File: config.mk
export PLATFORM = sky130hd
export DESIGN_NAME = asu_top
export DESIGN_NICKNAME = d
export VERILOG_FILES = /design/src/rtl/asu_pkg.sv /design/src/rtl/asu_baud.sv /design/src/rtl/asu_rx.sv /design/src/rtl/asu_top.sv
export SDC_FILE = /design/constraint.sdc
export NUM_CORES = 1
export LEC_CHECK = 0
export ABC_AREA = 1
export CAP_MARGIN = 20
export CORE_MARGIN = 5
export CORE_UTILIZATION = 50
export CTS_CLUSTER_DIAMETER = 150
export DETAILED_ROUTE_END_ITERATION = 16
export DONT_BUFFER_PORTS = 1
export PLACE_DENSITY = 0.69
export SLEW_MARGIN = 20
export SYNTH_ARGS = -nofsm -noshare
export SYNTH_HDL_FRONTEND = slang
export SYNTH_SLANG_ARGS = --single-unit
export TNS_END_PERCENT = 10
File: constraint.sdc
create_clock -name core_clk_i -period 4.9 [get_ports core_clk_i]
set_input_delay 0 -clock core_clk_i [delete_from_list [all_inputs] [get_ports core_clk_i]]
set_output_delay 0 -clock core_clk_i [all_outputs]
set_load 0.05 [all_outputs]
File: src/rtl/asu_pkg.sv
// Purpose: shared constants for the asynchronous serial unit
// Assumes: 25 MHz core clock, plain register port with 3-bit address
// Notes: register offsets and bit positions are fixed here only
package asu_pkg;
    localparam int DIV_W = 13;
    localparam int OVS = 16;
    localparam int START_ONES = 3;
    localparam logic [2:0] OFS_RATE = 3'h0;
    localparam logic [2:0] OFS_CFG = 3'h1;
    localparam logic [2:0] OFS_STAT = 3'h2;
    localparam logic [2:0] OFS_DATA = 3'h3;
    localparam logic [2:0] OFS_STDA = 3'h4;
    localparam logic [2:0] OFS_PIN = 3'h5;
    // config bits
    localparam int C_RE = 0;
    localparam int C_TE = 1;
    localparam int C_M = 2;
    localparam int C_PE = 3;
    localparam int C_PT = 4;
    localparam int C_SBK = 5;
    localparam int C_WAKE = 6;
    localparam int C_TIE = 7;
    localparam int C_TCIE = 8;
    localparam int C_RIE = 9;
    // status bits
    localparam int S_PF = 0;
    localparam int S_FE = 1;
    localparam int S_NF = 2;
    localparam int S_OR = 3;
    localparam int S_IDLE = 4;
    localparam int S_RAF = 5;
    localparam int S_RX_HOLDING_FULL = 6;
    localparam int S_TC = 7;
    localparam int S_TX_HOLDING_EMPTY = 8;
    localparam logic [15:0] RX_FLAGS = 16'h007f;
    localparam logic [15:0] CFG_RST = 16'h0000;
    localparam logic [15:0] RATE_RST = 16'h0004;
    localparam logic [15:0] STAT_RST = 16'h0180;
    localparam logic [3:0] LAST_TICK = 4'hf;
    localparam logic [3:0] MID_TICK = 4'h7;
endpackage

File: src/rtl/asu_baud.sv
// Purpose: sampling tick and bit strobe generator
// Assumes: divisor stable while enabled
// Notes: zero divisor halts everything
`timescale 1ns/1ps
`default_nettype none
module asu_baud
    import asu_pkg::*;
(
    input wire logic core_clk_i,
    input wire logic rst_b_i,
    input wire logic [DIV_W-1:0] div_i,
    output logic tick_o,
    output logic bit_o
);
    typedef struct packed {
        logic [DIV_W:0] cnt;
        logic [3:0] sub;
        logic tick;
        logic bit_s;
    } asu_baud_s;
    asu_baud_s st_ff, nxt_st;

    always_comb begin
        nxt_st = st_ff;
        nxt_st.tick = 1'b0;
        nxt_st.bit_s = 1'b0;
        if (div_i == '0) begin
            nxt_st.cnt = '0;
            nxt_st.sub = '0;
        end else if (st_ff.cnt >= {div_i, 1'b0} - 1'b1) begin
            nxt_st.cnt = '0;
            nxt_st.tick = 1'b1;
            nxt_st.sub = st_ff.sub + 4'h1;
            nxt_st.bit_s = (st_ff.sub == LAST_TICK);
        end else begin
            nxt_st.cnt = st_ff.cnt + 1'b1;
        end
    end

    always_ff @(posedge core_clk_i) begin
        if (!rst_b_i) begin
            st_ff <= '0;
        end else begin
            st_ff <= nxt_st;
        end
    end

    assign tick_o = st_ff.tick;
    assign bit_o = st_ff.bit_s;
endmodule
`default_nettype wire

File: src/rtl/asu_rx.sv
// Purpose: receiver with 16x oversampling
// Assumes: line already synchronous to core clock
// Notes: majority of three middle samples decides each bit
`timescale 1ns/1ps
`default_nettype none
module asu_rx
    import asu_pkg::*;
(
    input wire logic core_clk_i,
    input wire logic rst_b_i,
    input wire logic en_i,
    input wire logic tick_i,
    input wire logic line_i,
    input wire logic [3:0] nbits_i,
    output logic done_o,
    output logic [9:0] frame_o,
    output logic noise_o,
    output logic stop_ok_o,
    output logic brk_o,
    output logic idle_o,
    output logic busy_o
);
    typedef enum logic [2:0] {
        RX_HUNT = 3'b001,
        RX_START = 3'b010,
        RX_DATA = 3'b100
    } asu_rx_e;
    typedef struct packed {
        asu_rx_e state;
        logic [1:0] ones;
        logic [3:0] ph;
        logic [3:0] idx;
        logic [9:0] sh;
        logic [2:0] smp;
        logic noise;
        logic done;
        logic stop_ok;
        logic brk;
        logic idle;
        logic [3:0] idle_cnt;
        logic [3:0] idle_bits;
    } asu_rx_s;
    asu_rx_s st_ff, nxt_st;

    function automatic logic maj3(input logic [2:0] v);
        return (v[0] & v[1]) | (v[0] & v[2]) | (v[1] & v[2]);
    endfunction

    always_comb begin
        logic b;
        b = maj3(st_ff.smp);
        nxt_st = st_ff;
        nxt_st.done = 1'b0;
        nxt_st.idle = 1'b0;
        if (!en_i) begin
            nxt_st.state = RX_HUNT;
            nxt_st.ones = '0;
        end else if (tick_i) begin
            if (line_i) begin
                nxt_st.idle_cnt = st_ff.idle_cnt + 4'h1;
                if (st_ff.idle_cnt == LAST_TICK) begin
                    nxt_st.idle_bits = st_ff.idle_bits + 4'h1;
                    if (st_ff.idle_bits == nbits_i) begin
                        nxt_st.idle = st_ff.state == RX_HUNT;
                        nxt_st.idle_bits = '0;
                    end
                end
            end else begin
                nxt_st.idle_cnt = '0;
                nxt_st.idle_bits = '0;
            end
            case (st_ff.state)
                RX_HUNT: begin
                    if (line_i) begin
                        nxt_st.ones = (st_ff.ones == 2'h3) ? st_ff.ones : st_ff.ones + 2'h1;
                    end else if (st_ff.ones >= 2'(START_ONES)) begin
                        nxt_st.state = RX_START;
                        nxt_st.ph = 4'h1;
                        nxt_st.idx = '0;
                        // start from zero so the break test sees this frame's bits only
                        nxt_st.sh = '0;
                        nxt_st.noise = 1'b0;
                    end else begin
                        nxt_st.ones = '0;
                    end
                end
                RX_START, RX_DATA: begin
                    nxt_st.ph = st_ff.ph + 4'h1;
                    if (st_ff.ph >= MID_TICK - 4'h1 && st_ff.ph <= MID_TICK + 4'h1) begin
                        nxt_st.smp = {st_ff.smp[1:0], line_i};
                    end
                    if (st_ff.ph == MID_TICK + 4'h2) begin
                        if (st_ff.smp != 3'h0 && st_ff.smp != 3'h7) begin
                            nxt_st.noise = 1'b1;
                        end
                        if (st_ff.state == RX_START) begin
                            if (b) begin
                                nxt_st.state = RX_HUNT; // false start
                                nxt_st.ones = '0;
                            end else begin
                                nxt_st.state = RX_DATA;
                            end
                        end else begin
                            nxt_st.sh = {b, st_ff.sh[9:1]};
                            nxt_st.idx = st_ff.idx + 4'h1;
                            if (st_ff.idx == nbits_i - 4'h1) begin
                                nxt_st.state = RX_HUNT;
                                nxt_st.ones = b ? 2'h1 : 2'h0;
                                nxt_st.done = 1'b1;
                                nxt_st.stop_ok = b;
                                nxt_st.brk = !b && st_ff.sh[9:1] == '0;
                            end
                        end
                    end
                end
                default: nxt_st.state = RX_HUNT;
            endcase
        end
    end

    always_ff @(posedge core_clk_i) begin
        if (!rst_b_i) begin
            st_ff <= '{state: RX_HUNT, default: '0};
        end else begin
            st_ff <= nxt_st;
        end
    end

    assign done_o = st_ff.done;
    assign frame_o = st_ff.sh;
    assign noise_o = st_ff.noise;
    assign stop_ok_o = st_ff.stop_ok;
    assign brk_o = st_ff.brk;
    assign idle_o = st_ff.idle;
    assign busy_o = st_ff.state != RX_HUNT;
endmodule
`default_nettype wire

File: src/rtl/asu_top.sv
// Purpose: asynchronous serial unit, registers, transmitter and flag logic
// Assumes: register port strobes are single cycle and never overlap
// Notes: status read arms a clear that the next data access performs
//
// Summary of operation
// bit rate is core clock over thirty-two times the 13-bit divisor
// zero divisor stops the rate generator
// software uses divisors one to 8191 when active
// sampling clock runs at sixteen times the bit rate
// receiver realigns its sample points on each start edge
// start needs a falling edge after three high samples
// every frame has a start bit and at least one high stop bit
// a full frame of ones is an idle frame
// a full frame of zeros with no stop is a break frame
// length bit selects ten or eleven bit frames
// data goes least significant bit first, both ends same format
// flags clear by hardware or status read then data access
// combined status-data read clears rx flags, not tx flags
// flag set after the status read survives the data access
// reading any byte of status arms all flags
// data address reads rx holding, writes tx holding; ninth bit optional
// transmit pin is general I/O while the transmitter is off
// config register always accessible; hardware may alter wakeup bit
// software programs divisor before enabling either direction
// software should disable before changing settings
// flags support polling; enable bits gate request outputs
// parity takes the top data bit; four data/parity combinations
// stop bit loads rx holding; full holding gives overrun
// tick every twice-divisor clocks, bit strobe every sixteenth tick
`timescale 1ns/1ps
`default_nettype none
module asu_top
    import asu_pkg::*;
(
    input wire logic core_clk_i,
    input wire logic rst_b_i,
    input wire logic [2:0] addr_i,
    input wire logic [15:0] wdata_i,
    input wire logic wr_i,
    input wire logic rd_i,
    output logic [15:0] rdata_o,
    input wire logic rxd_i,
    output logic txd_o,
    output logic txd_oe_o,
    input wire logic txd_gpio_i,
    output logic tx_req_o,
    output logic rx_req_o
);
    typedef enum logic [3:0] {
        TX_IDLE = 4'b0001,
        TX_PRE = 4'b0010,
        TX_DATA = 4'b0100,
        TX_BRK = 4'b1000
    } asu_tx_e;
    typedef struct packed {
        logic [15:0] rate;
        logic [15:0] cfg;
        logic [15:0] stat;
        logic [15:0] armed;
        logic [8:0] rx_hold;
        logic [8:0] tx_hold;
        logic [15:0] pin;
        logic [15:0] rdata;
        asu_tx_e txs;
        logic [10:0] tsh;
        logic [3:0] tcnt;
        logic te_q;
        logic mark;
    } asu_top_s;
    asu_top_s st_ff, nxt_st;

    logic tick, bstb, rx_done, rx_noise, rx_stop, rx_brk, rx_idle, rx_busy;
    logic [9:0] rx_frame;
    logic [3:0] nbits;

    function automatic logic odd9(input logic [8:0] v);
        return ^v;
    endfunction

    asu_baud u_baud (
        .core_clk_i(core_clk_i),
        .rst_b_i(rst_b_i),
        .div_i(st_ff.rate[DIV_W-1:0]),
        .tick_o(tick),
        .bit_o(bstb)
    );

    // bits after start: 9 or 10 for the two frame lengths
    assign nbits = st_ff.cfg[C_M] ? 4'ha : 4'h9;

    asu_rx u_rx (
        .core_clk_i(core_clk_i),
        .rst_b_i(rst_b_i),
        .en_i(st_ff.cfg[C_RE]),
        .tick_i(tick),
        .line_i(rxd_i),
        .nbits_i(nbits),
        .done_o(rx_done),
        .frame_o(rx_frame),
        .noise_o(rx_noise),
        .stop_ok_o(rx_stop),
        .brk_o(rx_brk),
        .idle_o(rx_idle),
        .busy_o(rx_busy)
    );

    always_comb begin
        logic [8:0] rdat;
        logic [15:0] setv;
        logic [15:0] clrv;
        logic pbit;
        logic data_acc;
        logic [8:0] td;
        rdat = '0;
        setv = '0;
        clrv = '0;
        pbit = 1'b0;
        td = '0;
        nxt_st = st_ff;
        data_acc = (rd_i || wr_i) && (addr_i == OFS_DATA);
        // receive frame unpacking; stop bit sits on top, data bits below it
        if (st_ff.cfg[C_M]) begin
            rdat = rx_frame[8:0];
        end else begin
            rdat = {1'b0, rx_frame[8:1]};
        end
        if (rx_done) begin
            if (st_ff.stat[S_RX_HOLDING_FULL] && !(data_acc && st_ff.armed[S_RX_HOLDING_FULL])) begin
                setv[S_OR] = 1'b1;
            end else begin
                nxt_st.rx_hold = rdat;
                setv[S_RX_HOLDING_FULL] = 1'b1;
                setv[S_FE] = !rx_stop || rx_brk;
                setv[S_NF] = rx_noise;
                if (st_ff.cfg[C_PE]) begin
                    pbit = st_ff.cfg[C_M] ? odd9({1'b0, rdat[7:0]}) : odd9({2'b0, rdat[6:0]});
                    setv[S_PF] = (pbit ^ st_ff.cfg[C_PT]) != (st_ff.cfg[C_M] ? rdat[8] : rdat[7]);
                end
                // wakeup ends once a frame is taken
                nxt_st.cfg[C_WAKE] = 1'b0;
            end
        end
        setv[S_IDLE] = rx_idle;
        setv[S_RAF] = 1'b0;
        // the armed set is cleared on the data access or a combined status-data read
        if (data_acc) begin
            clrv = st_ff.armed & RX_FLAGS;
            if (wr_i) begin
                clrv[S_TX_HOLDING_EMPTY] = st_ff.armed[S_TX_HOLDING_EMPTY];
                clrv[S_TC] = st_ff.armed[S_TC];
            end
            nxt_st.armed = '0;
        end
        if (rd_i && addr_i == OFS_STAT) begin
            nxt_st.armed = st_ff.stat;
        end
        if (rd_i && addr_i == OFS_STDA) begin
            clrv = st_ff.stat & RX_FLAGS;
            nxt_st.armed = '0;
        end
        nxt_st.stat = (st_ff.stat & ~clrv) | setv;
        nxt_st.stat[S_RAF] = rx_busy;
        // register writes
        if (wr_i) begin
            case (addr_i)
                OFS_RATE: nxt_st.rate = wdata_i & {3'h0, {DIV_W{1'b1}}};
                OFS_CFG: nxt_st.cfg = wdata_i;
                OFS_DATA: begin
                    nxt_st.tx_hold = wdata_i[8:0];
                    nxt_st.stat[S_TX_HOLDING_EMPTY] = 1'b0;
                end
                OFS_PIN: nxt_st.pin = wdata_i;
                default: nxt_st.rate = st_ff.rate;
            endcase
        end
        // read data, one cycle later
        nxt_st.rdata = '0;
        if (rd_i) begin
            case (addr_i)
                OFS_RATE: nxt_st.rdata = st_ff.rate;
                OFS_CFG: nxt_st.rdata = st_ff.cfg;
                OFS_STAT: nxt_st.rdata = st_ff.stat;
                OFS_DATA: nxt_st.rdata = {7'h00, st_ff.rx_hold};
                OFS_STDA: nxt_st.rdata = {7'h00, st_ff.rx_hold};
                OFS_PIN: nxt_st.rdata = st_ff.pin;
                default: nxt_st.rdata = '0;
            endcase
        end
        // transmitter
        nxt_st.te_q = st_ff.cfg[C_TE];
        if (st_ff.cfg[C_TE] && !st_ff.te_q) begin
            nxt_st.mark = 1'b1;
        end
        if (bstb) begin
            case (st_ff.txs)
                TX_IDLE: begin
                    if (st_ff.cfg[C_TE]) begin
                        if (st_ff.mark) begin
                            nxt_st.txs = TX_PRE;
                            nxt_st.tcnt = nbits;
                            nxt_st.tsh = '1;
                            nxt_st.mark = 1'b0;
                        end else if (st_ff.cfg[C_SBK]) begin
                            nxt_st.txs = TX_BRK;
                            nxt_st.tcnt = nbits;
                            nxt_st.tsh = '0;
                        end else if (!st_ff.stat[S_TX_HOLDING_EMPTY]) begin
                            td = st_ff.tx_hold;
                            if (st_ff.cfg[C_PE]) begin
                                if (st_ff.cfg[C_M]) begin
                                    td[8] = odd9({1'b0, td[7:0]}) ^ st_ff.cfg[C_PT];
                                end else begin
                                    td[7] = odd9({2'b0, td[6:0]}) ^ st_ff.cfg[C_PT];
                                end
                            end
                            // start low then data lsb first then stop high
                            nxt_st.tsh = st_ff.cfg[C_M] ? {1'b1, td, 1'b0} : {2'b11, td[7:0], 1'b0};
                            nxt_st.txs = TX_DATA;
                            nxt_st.tcnt = nbits;
                            nxt_st.stat[S_TX_HOLDING_EMPTY] = 1'b1;
                            nxt_st.stat[S_TC] = 1'b0;
                        end else begin
                            nxt_st.stat[S_TC] = 1'b1;
                        end
                    end
                end
                TX_PRE, TX_DATA, TX_BRK: begin
                    nxt_st.tsh = {1'b1, st_ff.tsh[10:1]};
                    nxt_st.tcnt = st_ff.tcnt - 4'h1;
                    if (st_ff.tcnt == '0) begin
                        nxt_st.txs = TX_IDLE;
                        nxt_st.mark = st_ff.txs == TX_BRK;
                        nxt_st.stat[S_TC] = st_ff.txs != TX_DATA;
                    end
                end
                default: nxt_st.txs = TX_IDLE;
            endcase
        end
    end

    always_ff @(posedge core_clk_i) begin
        if (!rst_b_i) begin
            st_ff <= '{rate: RATE_RST, cfg: CFG_RST, stat: STAT_RST, txs: TX_IDLE,
                       tsh: '1, default: '0};
        end else begin
            st_ff <= nxt_st;
        end
    end

    // transmitter owns the pin while enabled or still shifting
    assign txd_oe_o = st_ff.cfg[C_TE] || st_ff.txs != TX_IDLE || st_ff.pin[0];
    assign txd_o = (st_ff.cfg[C_TE] || st_ff.txs != TX_IDLE) ? st_ff.tsh[0] : txd_gpio_i;
    assign rdata_o = st_ff.rdata;
    assign tx_req_o = (st_ff.cfg[C_TIE] && st_ff.stat[S_TX_HOLDING_EMPTY])
                    || (st_ff.cfg[C_TCIE] && st_ff.stat[S_TC]);
    assign rx_req_o = st_ff.cfg[C_RIE] && st_ff.stat[S_RX_HOLDING_FULL];
endmodule
`default_nettype wire

==> results, run 1 <==
- The share of layout cells above drive strength 1 is a little under 6%.
- Ranked by total cell area, the synthesized netlist is headed by sky130_fd_sc_hd__dfxtp_1 41%, sky130_fd_sc_hd__nand2_1 9.2%, sky130_fd_sc_hd__inv_1 6.8%.
- The worst vdd rail ir drop is between 0.2 and 0.3 mV.
- The start point of the critical path is st_ff[121]$_SDFFE_PN1P_.
- Of the synthesized area, sequential elements account for 41.5%.
- In the routed design, unresolved DRC markers number 0.
- The number of gates resized after cts is 0.
- The power per cell area is ~330 nW/um^2.
- The transition time of the tightest slew-check pin is 0.817 ns.
- The share of synthesized area in the top cell type comes to 41.5%.
- After detailed routing, the number of vias per cell comes to 5.31.
- Synthesis inferred approximately 180 register bits.
- The layout has 1569 filler cells.
- The area of the die is between 15000 and 20000 sq um.
- The adder-cell share of the synthesized area is 3.70%.
- The critical path is of the reg -> reg type.
- The buffer count from post-CTS setup fixing is 0.
- In this run the worst path has a maximum fanout of 13.
- The first detailed-routing pass ran for 5 iterations.
- The number of antenna violations at the first check in global routing came to 0.
- The remaining antenna violation count is 0.
- After synthesis, the largest family of logic cells by area is simple AND/OR/NAND/NOR gates.
- The die outline height is 140 um.
- Clock tree synthesis inserted a total of 17 buffers.
- The later pin in the worst-skew pair is clocked with a latency of 0.44 ns.
- The top layer used by detailed routing is met4.
- The quantity of I/O buffers inserted on ports is 0.
- In the synthesized netlist, mux cells make up 0% of the area.
- The xor and xnor area share after synthesis is 2.70%.
- CTS placed an instance of sky130_fd_sc_hd__clkbuf_16 at the clock tree root.
- Setup repair after global routing left no endpoint under its margin.
- The remaining global-route overflow is 0.
- The total non-filler cell area in the finished layout is 9410 sq um.
- The clock slew at the register clock pins of the worst setup and hold paths is 0.07 ns.
- The count of boundary I/O pins is between 40 and 50.
- After synthesis, the netlist uses 41 different library cells.
- In this run the critical register-to-register path is launched from st_ff[121]$_SDFFE_PN1P_.
- The first global-routing pass estimated 33900 um of wire.
- The die extent in x is around 140 um.
- Global routing used 21.1% of the available tracks across all layers.
- The instance area at placement is 8450 sq um.
- The synthesized netlist occupies a cell area of 8450 sq um.
- Of the total synthesized cell area, the portion taken by AND, OR, NAND and NOR gates is 23.7%.
- Synthesis produced a netlist whose cell count is between 1000 and 1500.
- The number of cells after detailed placement is 1353.
- Of all cell types, the one taking the most synthesized area is sky130_fd_sc_hd__dfxtp_1.
- The number of nets handed over by synthesis was between 1000 and 1500.
- The final routed wire length divided by cell count is 14.4 um.
- The floorplan has 47 rows.
- At the worst endpoint, the required time is 5.26 ns.
- The type of the worst min-delay path is in -> reg.
- The synthesized-area fraction occupied by ao, oa, aoi and oai cells is 17.6%.
- The post-layout instance count excluding filler cells is 1417.
- For this run, the leading register cell type out of synthesis is sky130_fd_sc_hd__dfxtp_1.
- The largest buffer count on any clock path is 2.
- The post-detailed-placement half-perimeter wirelength is ~14000 um.
- Detailed routing placed a total of ~9300 um of wire on met2.
- Setup slack on the worst reg-to-reg path comes out at between 1.5 and 2 ns.
- In the final routing, the length of wire on met1 measures about 9300 um.
- The source of the worst hold timing path is rd_i.
- The run finished with clean final reports.
- Setup violations remaining at the end of the flow were counted as 0.
- The starting density of the core is between 50 and 60%.
- Entering global routing, the biggest net connects 87 pins.
- STA classifies the critical path endpoint as a flip-flop.
- The via count is 7529.
- The share of flip-flops with an asynchronous set or reset is 0%.
- The nature of the critical path startpoint is a flip-flop.
- The number of global-route vias before repair was 6856.
- The end point of the critical path is u_baud.st_ff[10]$_SDFF_PP0_.
- Measured against its own limit, the worst slew margin works out to 45.4%.
- The arrival time at the worst endpoint is 3.29 ns.
- Across the run, the number of max-cap violations was 0.
- In this run the critical register-to-register path is captured at u_baud.st_ff[10]$_SDFF_PP0_.
- The number of sinks on the clock net is 175.
- The number of H-tree levels is 4.
- The number of synthesized flops with an enable pin is 0.
- Summed over all failing endpoints, the final setup total negative slack is 0 ns.
- The area of the placeable core is 16600 sq um.
- The max-slew violation count is 0.
- After detailed routing, the total wire length is 20400 um.
- Final hold analysis gives a worst-case slack of approximately 0.10 ns.
- The final weighted congestion in routability-driven placement is 0.923.
- Dividing the final minimum period by the clock period gives about three fifths.
- Based on the critical path, the design can be clocked at up to 341 MHz.
- The violation count after the first detailed-routing iteration is approximately 530.
- The post-synthesis average cell area is 7.15 sq um.
- The count of synthesis-stage warnings from yosys is 0.
- The layout overhead on the synthesized area is 11.4%.
- The setup clock skew after layout is roughly 0.012 ns.
- The path depth of the worst reg2reg path is 18.
- The number of nets in the final layout is 1234.
- The number of antenna repair diodes is 0.
- The hold violation count in the final report was 0.
- Summed over all nets, wire length on met3 after detailed routing comes to 1390 um.
- The clock tree from TritonCTS is done.
- The time the worst path needs with I/O delays and setup is 2.93 ns.
- For this design the static power due to leakage is ~0.0038 uW.
-- timing repair --
item                                   CTS  global route
endpoints found under the hold margin  125             0
hold buffers                            32             0
setup endpoints to repair                0             0
-- area by class of cell --
type                    count  area [sq um]  area share, %
well taps                 220           275           2.92
clock inverters            15           195           2.07
repair buffers             33           345           3.67
multi-input cells         789          4040           42.9
inverters                 168           631           6.70
clock buffers              17           425           4.52
flip-flops and latches    175          3500           37.2
-- cell usage in the layout, fill, tap and decap left out, types with 4 or more instances in the layout --
cell,n
sky130_fd_sc_hd__o21ai_0,101
sky130_fd_sc_hd__o211ai_1,13
sky130_fd_sc_hd__nor2_1,138
sky130_fd_sc_hd__nor3_1,25
sky130_fd_sc_hd__nand3_1,67
sky130_fd_sc_hd__dlygate4sd3_1,31
sky130_fd_sc_hd__xor2_1,22
sky130_fd_sc_hd__clkbuf_16,17
sky130_fd_sc_hd__nand4_1,9
sky130_fd_sc_hd__dfxtp_1,175
sky130_fd_sc_hd__xnor2_1,4
sky130_fd_sc_hd__inv_2,13
sky130_fd_sc_hd__inv_1,154
sky130_fd_sc_hd__nand2_1,208
sky130_fd_sc_hd__o21ai_1,4
sky130_fd_sc_hd__nand2_2,6
sky130_fd_sc_hd__a211oi_1,4
sky130_fd_sc_hd__inv_6,7
sky130_fd_sc_hd__ha_1,25
sky130_fd_sc_hd__a21oi_1,99
sky130_fd_sc_hd__o22ai_1,18
sky130_fd_sc_hd__a22oi_1,14
-- report_power, final --
group	total, uW	switching [uW]	internal, uW
clock	1440	626	819
combinational	197	133	64.2
sequential	1460	19.9	1440
-- per-layer routing --
metal  vias to the layer above  GRT usage, %
met5                         -             0
met4                         0          7.65
met3                        28          4.84
met2                       213          34.1
met1                      3422          27.8
li1                       3866             -
-- cells in the mapped netlist (all sizes together), types with 14 or more instances --
| cell | n |
|---|---|
| nand2 | 215 |
| nor3 | 26 |
| nand3 | 67 |
| o21ai | 107 |
| dfxtp | 175 |
| o22ai | 19 |
| inv | 167 |
| a21oi | 101 |
| clkbuf | 17 |
| nor2 | 143 |
| buf | 32 |
| ha | 25 |
| a22oi | 14 |
| xor2 | 22 |
-- worst min-delay path by stage --
stage,end,cells after the start,slack [ns]
finish,rdata_o[4]$_SDFF_PN0_,2,0.10
global route,rdata_o[11]$_SDFF_PN0_,2,0.14
CTS,rdata_o[11]$_SDFF_PN0_,2,0.09
detailed placement,st_ff[16]$_SDFFE_PN1P_,1,0.09
global placement,st_ff[16]$_SDFFE_PN1P_,1,0.08
floorplan,rdata_o[10]$_SDFF_PN0_,2,0.13
-- registers in the layout, summed over array words and instances (netlist names) --
register and count:
u_rx.brk_o 1, u_baud.st_ff 18, rdata_o 16, u_rx.idle_o 1
st_ff 99, u_baud.tick_o 1, u_rx.done_o 1, u_rx.noise_o 1
u_baud.bit_o 1, u_rx.stop_ok_o 1, u_rx.frame_o 10, nxt_st 1
u_rx.st_ff 24
-- worst max-delay path, cell delays in order (launching register included) --
cell	delay, ns
sky130_fd_sc_hd__dfxtp_1	0.35
sky130_fd_sc_hd__nor2_1	0.12
sky130_fd_sc_hd__inv_1	0.06
sky130_fd_sc_hd__nor2_1	0.20
sky130_fd_sc_hd__inv_1	0.09
sky130_fd_sc_hd__nor3_1	0.27
sky130_fd_sc_hd__nand3_1	0.14
sky130_fd_sc_hd__xor2_1	0.15
sky130_fd_sc_hd__inv_1	0.06
sky130_fd_sc_hd__ha_1	0.26
sky130_fd_sc_hd__nand2_1	0.07
sky130_fd_sc_hd__inv_1	0.04
sky130_fd_sc_hd__nand3_1	0.08
sky130_fd_sc_hd__inv_1	0.04
sky130_fd_sc_hd__a21oi_1	0.13
sky130_fd_sc_hd__nand2_1	0.16
sky130_fd_sc_hd__nor2_2	0.18
sky130_fd_sc_hd__inv_1	0.21
sky130_fd_sc_hd__nor3b_1	0.22
-- cells by family (layout without fill, tap and decap cells) --
logic type | count (synthesis) | after routing
DFF | 175 | 175
adders and majority gates | 25 | 25
AOI/OAI and AO/OA | 268 | 268
xor gates and xnor gates | 26 | 26
and+or+nand+nor | 470 | 470
buffers and inverters | 217 | 233
-- metrics by stage --
stage / power [uW] / setup slack [ns] / util, %
after global placement: 1640 / 2.14 / 50.9
after global routing: 3210 / 1.61 / 56.8
after CTS: 3110 / 1.95 / 56.7
after detailed placement: 1650 / 2.05 / 50.9
final: 3100 / 1.97 / 56.8
after floorplan: 1620 / 2.43 / -
(Power assumes the default switching activity.)
==> inputs of run 2 (changes only) <==
--- a/config.mk
+++ b/config.mk
@@ -12,7 +12,7 @@
 export CTS_CLUSTER_DIAMETER = 150
 export DETAILED_ROUTE_END_ITERATION = 16
 export DONT_BUFFER_PORTS = 1
-export PLACE_DENSITY = 0.69
+export PLACE_DENSITY = 0.72
 export SLEW_MARGIN = 20
 export SYNTH_ARGS = -nofsm -noshare
 export SYNTH_HDL_FRONTEND = slang
==> constraint.sdc (replaced) <==
create_clock -name core_clk_i -period 2.6 [get_ports core_clk_i]
set_input_delay 0 -clock core_clk_i [delete_from_list [all_inputs] [get_ports core_clk_i]]
set_output_delay 0 -clock core_clk_i [all_outputs]
set_load 0.05 [all_outputs]
==> run 2 against run 1 <==
Via count up 2.0%. Sequential cell count unchanged. Setup slack worse by 1.9 ns. Clock power up 86%. Fmax up 15%. Global-route usage up 0.15 points. Non-clock buffer count up 21. Combinational power up 110%. Largest cell class unchanged. Routed wire length up 2.3%.
==> results, run 2 (same netlist as run 1, synthesis figures left out) <==
- Clock latency on the worst-skew pair, taken at its later pin, is around 0.43 ns.
- The worst-case IR drop observed on VDD is between 0.6 and 0.7 mV.
- The largest single stage delay on the critical path is about 0.36 ns.
- The final critical-path share of the clock period is between 90% and 100%.
- In this run the tightest slew margin relative to its limit is a little under three fifths.
- Dividing the detail-routed wire length by the instance count gives 14.5 um.
- Compared with the post-synthesis result, the final layout area differs by 14.9%.
- The H-tree was split into 4 levels.
- The maximum clock rate is around 400 MHz.
- The post-detailed-routing wire length is 20900 um.
- Setup violations remaining at the end of the flow were counted as 0.
- The first detailed-routing pass took 5 iterations.
- For this run, design rule violations remaining after detail routing come to 0.
- The number of sinks on the clock net is between 150 and 200.
- The number of global-route vias before repair came to 7195.
- The number of fill cells is 1518.
- Setup repair after global routing could not meet its margin everywhere.
- The hold violation count in the final report came to 0.
- The post-layout instance count excluding filler cells is 1440.
- The post-detailed-placement half-perimeter wirelength is 14500 um.
- Entering global routing, the biggest net connects 88 pins.
- In the final layout, the multi-input gates occupy 4130 sq um.
- The largest driver fanout on the critical path is 4.
- The number of buffers and inverters on the critical path is 6.
- TritonCTS built the clock tree.
- The number of nets in the final layout is around 1300.
- The largest registers in the layout are st_ff: 99 flops, u_rx.st_ff: 24 flops, u_baud.st_ff: 18 flops.
- The max-slew violation count is 0.
- Row generation in the floorplan step produced between 40 and 50 rows.
- The transition time of the tightest slew-check pin is 0.638 ns.
- The number of antenna violations at the first check in global routing was 1.
- The routed via count divided by cell count is 5.33.
- STA classifies the critical path endpoint as a flip-flop.
- The congestion estimate from routability-driven global placement came to 0.940.
- Leaving out fill and tap cells, the most frequent cell in the layout is sky130_fd_sc_hd__nand2_1.
- The first routing iteration left 494 violations.
- The area of the placeable core is 16600 sq um.
- The smallest setup slack after layout is between 0.05 and 0.06 ns.
- From bottom edge to top edge, the die measures around 140 um.
- Once placement completed, the tool counted placed cells totaling 1366.
- The first global-routing pass estimated 34600 um of wire.
- The setup path with the least slack is of type reg -> reg.
- On the final layout, the worst clock skew is 0.0116 ns.
- Counting the buffers created by CTS gives 17.
- In the final layout, the share of cells above drive strength 1 is a little under a tenth.
- In the layout the commonest cells are 205 x sky130_fd_sc_hd__nand2_1, 172 x sky130_fd_sc_hd__dfxtp_1, 148 x sky130_fd_sc_hd__inv_1.
- For this run, the share of the core covered by cells in the final layout is 58.5%.
- The min-delay analysis places its worst path in the category in -> reg.
- The largest register by flop count is st_ff.
- The remaining global-route overflow is 0.
- Counting I/O delays and the setup requirement, the final critical path takes 2.55 ns.
- Clock tree synthesis selected as its root buffer the cell sky130_fd_sc_hd__clkbuf_16.
- Before CTS, the worst setup slack after placement is -0.0354 ns.
- Summing over every cut layer, the via total after detailed routing is around 7700.
- In this run the tool buffered the top-level ports with 0 buffer cells.
- The starting density of the core is between 50% and 60%.
- The count of boundary I/O pins is 45.
- The kind of cell adding the most delay to the critical path is simple AND/OR/NAND/NOR gates.
- Data on the critical path arrives at its endpoint at 2.88 ns.
- The longest clock path from root to sink contains 2 buffers.
- The flow ran to the end, and the final reports show no timing, DRC or antenna violations.
- The data required time at the worst endpoint is roughly 2.9 ns.
- The die covers 19600 sq um.
- The power per cell area is 602 nW/um^2.
- The clock slew at the register clock pins of the worst setup and hold paths is 0.07 ns.
- The master of the slowest instance on the critical path is sky130_fd_sc_hd__dfxtp_4.
- Measured along the x axis, the die boundary spans 140 um.
- The reported max-cap violation count is 0.
- For this run, the total global-route usage over all layers was measured as 21.3%.
- The worst setup path is launched from a flip-flop.
- Summing all flip-flop and latch instances after layout gives 3510 sq um.
- The remaining antenna violation count is 0.
- The signal on the critical path passes through nor2_2 > inv_1 > nor2_2 > inv_2 > nor3_4 > buf_4 > nand2_1 > xor2_1 > inv_1 > ha_1 > nand3_2 > nor3_1 > nand2_1 > nand2_2 > nor2_4 > buf_12 > buf_4 > and3_1.
- The leakage power is 0.00395 uW.
- The register with the most flip-flops in the layout has 99 of them.
[run 2: cell count changes in the layout (fill, tap and decap cells not counted), sizes merged]
| cell | change |
|---|---|
| clkinvlp | +1 |
| inv | -7 |
| buf | +18 |
| dlygate4sd3 | +3 |
| diode | +1 |
| clkinv | +4 |
| clkbuf | +3 |
[run 2: cell type report]
type                            count  share of cell area (%)
Antenna cell                        1                  0.0258
Clock buffer                       20                    4.81
Clock inverter                     12                    1.61
Inverter                          168                    6.53
Multi-Input combinational cell    789                    42.5
Sequential cell                   175                    36.2
Tap cell                          220                    2.84
Timing Repair Buffer               54                    5.43
Timing Repair inverter              1                  0.0773
[run 2: worst paths after layout]
kind                            slack [ns]                          end                    start  cells past startpoint
worst max-delay path                  0.05  u_baud.st_ff[15]$_SDFF_PP0_  st_ff[121]$_SDFFE_PN1P_                     18
worst min-delay path                  0.02         st_ff[91]$_SDFF_PN0_                addr_i[1]                      4
worst max register to register        0.05  u_baud.st_ff[15]$_SDFF_PP0_  st_ff[121]$_SDFFE_PN1P_                     18
worst min register to register        0.46       st_ff[66]$_SDFFE_PN0P_   st_ff[66]$_SDFFE_PN0P_                      2
[run 2: power by group]
group,internal (uW),switching (uW),total [uW]
registers,2720,40.9,2760
logic,144,264,408
clock network,1590,1080,2680
total,4460,1390,5840
[run 2: repair_timing]
item,CTS,global route
pin swaps,4,10
hold endpoints to repair,129,0
gates cloned,1,0
setup buffers,1,4
endpoints found under the setup margin,13,21
resized for setup,10,27
hold buffers,35,0
[run 2: worst reg2reg max path, stage by stage (launching register included)]
cell	delay, ns
sky130_fd_sc_hd__dfxtp_4	0.36
sky130_fd_sc_hd__nor2_2	0.07
sky130_fd_sc_hd__inv_1	0.05
sky130_fd_sc_hd__nor2_2	0.14
sky130_fd_sc_hd__inv_2	0.07
sky130_fd_sc_hd__nor3_4	0.19
sky130_fd_sc_hd__buf_4	0.14
sky130_fd_sc_hd__nand2_1	0.05
sky130_fd_sc_hd__xor2_1	0.14
sky130_fd_sc_hd__inv_1	0.06
sky130_fd_sc_hd__ha_1	0.28
sky130_fd_sc_hd__nand3_2	0.09
sky130_fd_sc_hd__nor3_1	0.15
sky130_fd_sc_hd__nand2_1	0.09
sky130_fd_sc_hd__nand2_2	0.10
sky130_fd_sc_hd__nor2_4	0.06
sky130_fd_sc_hd__buf_12	0.12
sky130_fd_sc_hd__buf_4	0.13
sky130_fd_sc_hd__and3_1	0.15
[run 2: stage by stage]
stage	instance area, sq um	TNS [ns]	power (uW)	hold slack, ns
after floorplan	8450	0	3060	0.126
after global placement	8540	0	3110	0.0847
after detailed placement	8540	-0.181	3110	0.0886
after CTS	9610	0	5850	0.00391
after global routing	9710	-1.46	6040	0.0751
final	9710	0	5840	0.0196
[run 2: routing by layer]
layer  vias to the layer above  part of all wire, %  track usage, %
li1                       3899                    -               -
met1                      3528                   45            27.9
met2                       212                   47            35.7
met3                        37                  6.1            4.40
met4                         0                  1.9            5.81
met5                         -                    0               0
==> inputs of run 3 (changes only) <==
--- a/config.mk
+++ b/config.mk
@@ -5,7 +5,6 @@
 export SDC_FILE = /design/constraint.sdc
 export NUM_CORES = 1
 export LEC_CHECK = 0
-export ABC_AREA = 1
 export CAP_MARGIN = 20
 export CORE_MARGIN = 5
 export CORE_UTILIZATION = 50
==> run 3 against run 2 <==
The run now ends with negative setup slack left. Clock skew hardly changed. Global-route usage increased by 0.66 points. Register-to-register slack got worse by 0.11 ns. Die area up 0.36%. Via count fell by 3.2%. Design area grew 0.36%. Total power down 1.3%. Worst hold slack got worse by 0.0038 ns. Sequential share of layout area decreased by 0.18 points.
==> results, run 3 <==
- The nature of the critical path startpoint is a flip-flop.
- The startpoint-to-endpoint class of the critical path is reg -> reg.
- The share of synthesized area in the top cell type comes to 41.3%.
- The largest register by flop count is st_ff.
- The arrival time at the worst endpoint is between 3 and 4 ns.
- The global routing usage on met3 is ~4.7%.
- Entering global routing, the biggest net connects 40 pins.
- The max-slew violation count came to 0.
- The reported max-cap violation count is 0.
- Across the VDD grid, the largest voltage drop is 0.465 mV.
- In this run the tightest slew margin relative to its limit is between 30% and 40%.
- The final reports fail on negative setup slack.
- Once the floorplan was initialized, standard cells occupied 51.1% of the core.
- Setup repair after global routing could not meet its margin everywhere.
- The worst hold path terminates at st_ff[92]$_SDFF_PN0_.
- Global routing finished with a remaining overflow of 0.
- The die extent in x is ~140 um.
- The largest registers in the layout are st_ff: 99 flops, u_rx.st_ff: 24 flops, u_baud.st_ff: 18 flops.
- The number of flip-flops in the largest register is 99.
- The post-synthesis instance area is roughly 8500 sq um.
- For this block, the via count after detailed routing is 7429.
- Global routing consumed, on the met2 layer, 35.4% of the routing resources.
- The die covers 19700 sq um.
- The number of antenna violations at the first check in global routing is 0.
- The repair_antennas step left the layout with diodes totalling 0.
- The commonest cells after synthesis are 176 x sky130_fd_sc_hd__nand2_1, 175 x sky130_fd_sc_hd__dfxtp_1, 110 x sky130_fd_sc_hd__nor2_1.
- The accumulated negative setup slack is -0.485 ns.
- Buffers inserted during clock tree synthesis total 17.
- Along the worst path, the maximum fanout reaches 7.
- The reg-to-reg critical path endpoint is u_baud.st_ff[14]$_SDFF_PP0_.
- Yosys instantiated no cell more often than sky130_fd_sc_hd__nand2_1.
- The time the worst path needs with I/O delays and setup is 2.66 ns.
- The layout overhead on the synthesized area is 14.9%.
- The kind of capture point of the worst setup path is a flip-flop.
- After detailed routing, the number of vias per cell comes to 5.84.
- For the worst flop-to-flop path, the logic depth is 13.
- The die is ~140 um tall.
- The final count of negative-setup-slack endpoints is 13.
- The global-route wire length before repair is approximately 35000 um.
- The clock slew at the register clock pins of the worst setup and hold paths is about 0.070 ns.
- The total nets after synthesis is 1078.
- The netlist uses 74 different library cells.
- Yosys mapped a number of flops with a built-in enable equal to 0.
- The number of synthesized register bits is 175.
- The number of detailed-routing iterations run before antenna repair is 5.
- The share of layout cells above drive strength 1 is 10.6%.
- The number of core rows is 47.
- The count of boundary I/O pins is 45.
- The number of H-tree levels is 4.
- In this run the tool buffered the top-level ports with 0 buffer cells.
- The core region is 16600 sq um.
- The instance count along the most critical hold path is 2.
- On the final layout, the worst clock skew is roughly 0.012 ns.
- The Yosys step of the flow raised 0 warnings.
- The detail route stage leaves a number of antenna-violating nets equal to 0.
- The worst hold path belongs to the class in -> reg.
- In this run, the number of DRC markers left after iteration 0 of detailed routing was between 700 and 800.
- In the layout the commonest cells are 174 x sky130_fd_sc_hd__nand2_1, 174 x sky130_fd_sc_hd__dfxtp_1, 107 x sky130_fd_sc_hd__nor2_1.
- The post-detailed-routing wire length is 22000 um.
- The start point of the critical path is st_ff[121]$_SDFFE_PN1P_.
- Summed over all nets, the half-perimeter wirelength after detailed placement is 14500 um.
- The clock tree from TritonCTS is done.
- At the pin with the least slew margin, the transition time is about 1 ns.
- The slack of the worst reg-to-reg path is -0.06 ns.
- The share of flip-flops with an asynchronous set or reset is 0%.
- The source of the worst hold timing path is rst_b_i.
- The sequential fraction of the synthesis area is approximately two fifths.
- By area the synthesized netlist is led by sky130_fd_sc_hd__dfxtp_1 41%, sky130_fd_sc_hd__nand2_1 7.8%, sky130_fd_sc_hd__a21oi_1 5.8%.
- The number of cells produced by synthesis is approximately 1000.
- Global routing used between 20 and 30% of the available met1 tracks.
- The commonest register cell after synthesis is sky130_fd_sc_hd__dfxtp_1.
- The hold violation count in the final report is 0.
- The post-detailed-route DRC marker count is 0.
- In this run the critical register-to-register path is launched from st_ff[121]$_SDFFE_PN1P_.
- The final critical-path share of the clock period is 102%.
- The clock root buffer is sky130_fd_sc_hd__clkbuf_16.
- The clock drives 175 sinks.
- The library cell occupying the most area in the post-synthesis netlist is sky130_fd_sc_hd__dfxtp_1.
- The flow ran to the end, but the final reports show violations.
- The number of global-route vias before repair is 6939.
- The worst-case setup slack after placement is -0.0516 ns.
- The overall fraction of global-route tracks in use is 21.9%.
- The final weighted congestion in routability-driven placement is slightly below 0.9.
- Averaged over all synthesized cells, the footprint is between 8 and 9 sq um.
- The leakage power is 0.00336 uW.
- The filler cells instantiated in the layout total 1426.
- The largest buffer count on any clock path is 2.
- The number of nets in the final layout is 1091.
- The clock latency on the worst-skew pair is 0.43 ns.
- The layer flagged by global routing as most heavily used is met2.
- For the worst setup path, the data required time is 2.97 ns.
- For this design the ratio of total power to cell area is between 500 and 600 nW/um^2.
- Based on the critical path, the design can be clocked at up to 376 MHz.
- The final routed wire length divided by cell count is 17.3 um.
- The smallest setup slack after layout is -0.0563 ns.
run 3: cell types whose count changed after synthesis, moves of 13 or more:
cell,delta
sky130_fd_sc_hd__clkbuf_1,+24
sky130_fd_sc_hd__inv_2,-13
sky130_fd_sc_hd__mux2i_1,+25
sky130_fd_sc_hd__nand3_1,-26
sky130_fd_sc_hd__nor2_1,-28
sky130_fd_sc_hd__nor2b_1,+15
sky130_fd_sc_hd__o21ai_0,-82
sky130_fd_sc_hd__xnor2_1,+29
sky130_fd_sc_hd__inv_1,-137
sky130_fd_sc_hd__nand2_1,-32
run 3: final cells by class:
type | count | area [sq um] | area share [%]
Multi-Input combinational cell | 763 | 4660 | 47.8
Timing Repair Buffer | 66 | 628 | 6.45
Tap cell | 220 | 275 | 2.83
Inverter | 18 | 67.6 | 0.693
Sequential cell | 175 | 3500 | 36.0
Clock inverter | 14 | 180 | 1.85
Clock buffer | 17 | 425 | 4.37
run 3: what timing repair did:
action                                  in CTS  in global routing
gates cloned                                 1                  0
endpoints found under the setup margin      15                 30
hold buffers                                32                  0
hold endpoints to repair                   119                  0
gates resized for setup                     11                 19
pin swaps                                    6                  3
setup buffers                                3                  1
run 3: critical path: stages (launching register included):
cell and delay [ns]:
sky130_fd_sc_hd__dfxtp_2 0.34, sky130_fd_sc_hd__nor4_4 0.37, sky130_fd_sc_hd__nor2b_4 0.25, sky130_fd_sc_hd__nand2_4 0.09
sky130_fd_sc_hd__nor3_4 0.15, sky130_fd_sc_hd__xnor2_2 0.13, sky130_fd_sc_hd__ha_1 0.24, sky130_fd_sc_hd__and4_4 0.19
sky130_fd_sc_hd__nor3b_4 0.15, sky130_fd_sc_hd__o31ai_2 0.10, sky130_fd_sc_hd__nand3_2 0.17, sky130_fd_sc_hd__buf_6 0.18
sky130_fd_sc_hd__buf_12 0.12, sky130_fd_sc_hd__nor2_1 0.11
run 3: cells by family (layout without fill, tap and decap cells):
group | after synthesis | count (layout) | synth area share [%]
xor+xnor | 51 | 51 | 5.45
flops | 175 | 175 | 41.3
buf+inv | 90 | 115 | 5.11
compound gates | 224 | 224 | 17.8
simple gates | 435 | 435 | 23.3
fa+ha+maj | 26 | 26 | 3.81
mux | 27 | 27 | 3.22
run 3: where the power goes:
part | total, uW | switching (uW) | leakage (uW) | internal (uW)
clock network | 2660 | 1130 | 0.000292 | 1530
logic | 371 | 223 | 0.00165 | 148
registers | 2740 | 33.6 | 0.00141 | 2710
run 3: how the worst max path moves through the flow:
stage | end | slack (ns) | cells after the start
floorplan | u_baud.st_ff[15]$_SDFF_PP0_ | 0.002 | 12
global placement | u_baud.st_ff[9]$_SDFF_PP0_ | 0.03 | 12
detailed placement | u_baud.st_ff[14]$_SDFF_PP0_ | -0.05 | 11
CTS | u_baud.st_ff[13]$_SDFF_PP0_ | -0.001 | 11
global route | u_baud.st_ff[9]$_SDFF_PP0_ | -0.17 | 13
finish | u_baud.st_ff[14]$_SDFF_PP0_ | -0.06 | 13
run 3: per-stage QoR:
| step | utilization [%] | hold slack, ns | instance area [sq um] | power, uW | std cells |
|---|---|---|---|---|---|
| 3_3_place_gp | 52.1 | 0.0834 | 8640 | 3050 | 1205 |
| 4_1_cts | 58.3 | 0.0115 | 9680 | 5770 | 1272 |
| 3_5_place_dp | 52.1 | 0.0930 | 8640 | 3050 | 1205 |
| 2_1_floorplan | - | 0.124 | 8490 | 3000 | 1028 |
| 5_1_grt | 58.8 | 0.0477 | 9740 | 5940 | 1273 |
| 6_report | 58.8 | 0.0158 | 9740 | 5770 | 1273 |
run 3: routing by layer:
metal	vias to the layer above	part of all wire, %
met5	-	0
met4	0	2.6
met3	54	6.7
met2	251	46
met1	3528	44
li1	3596	-
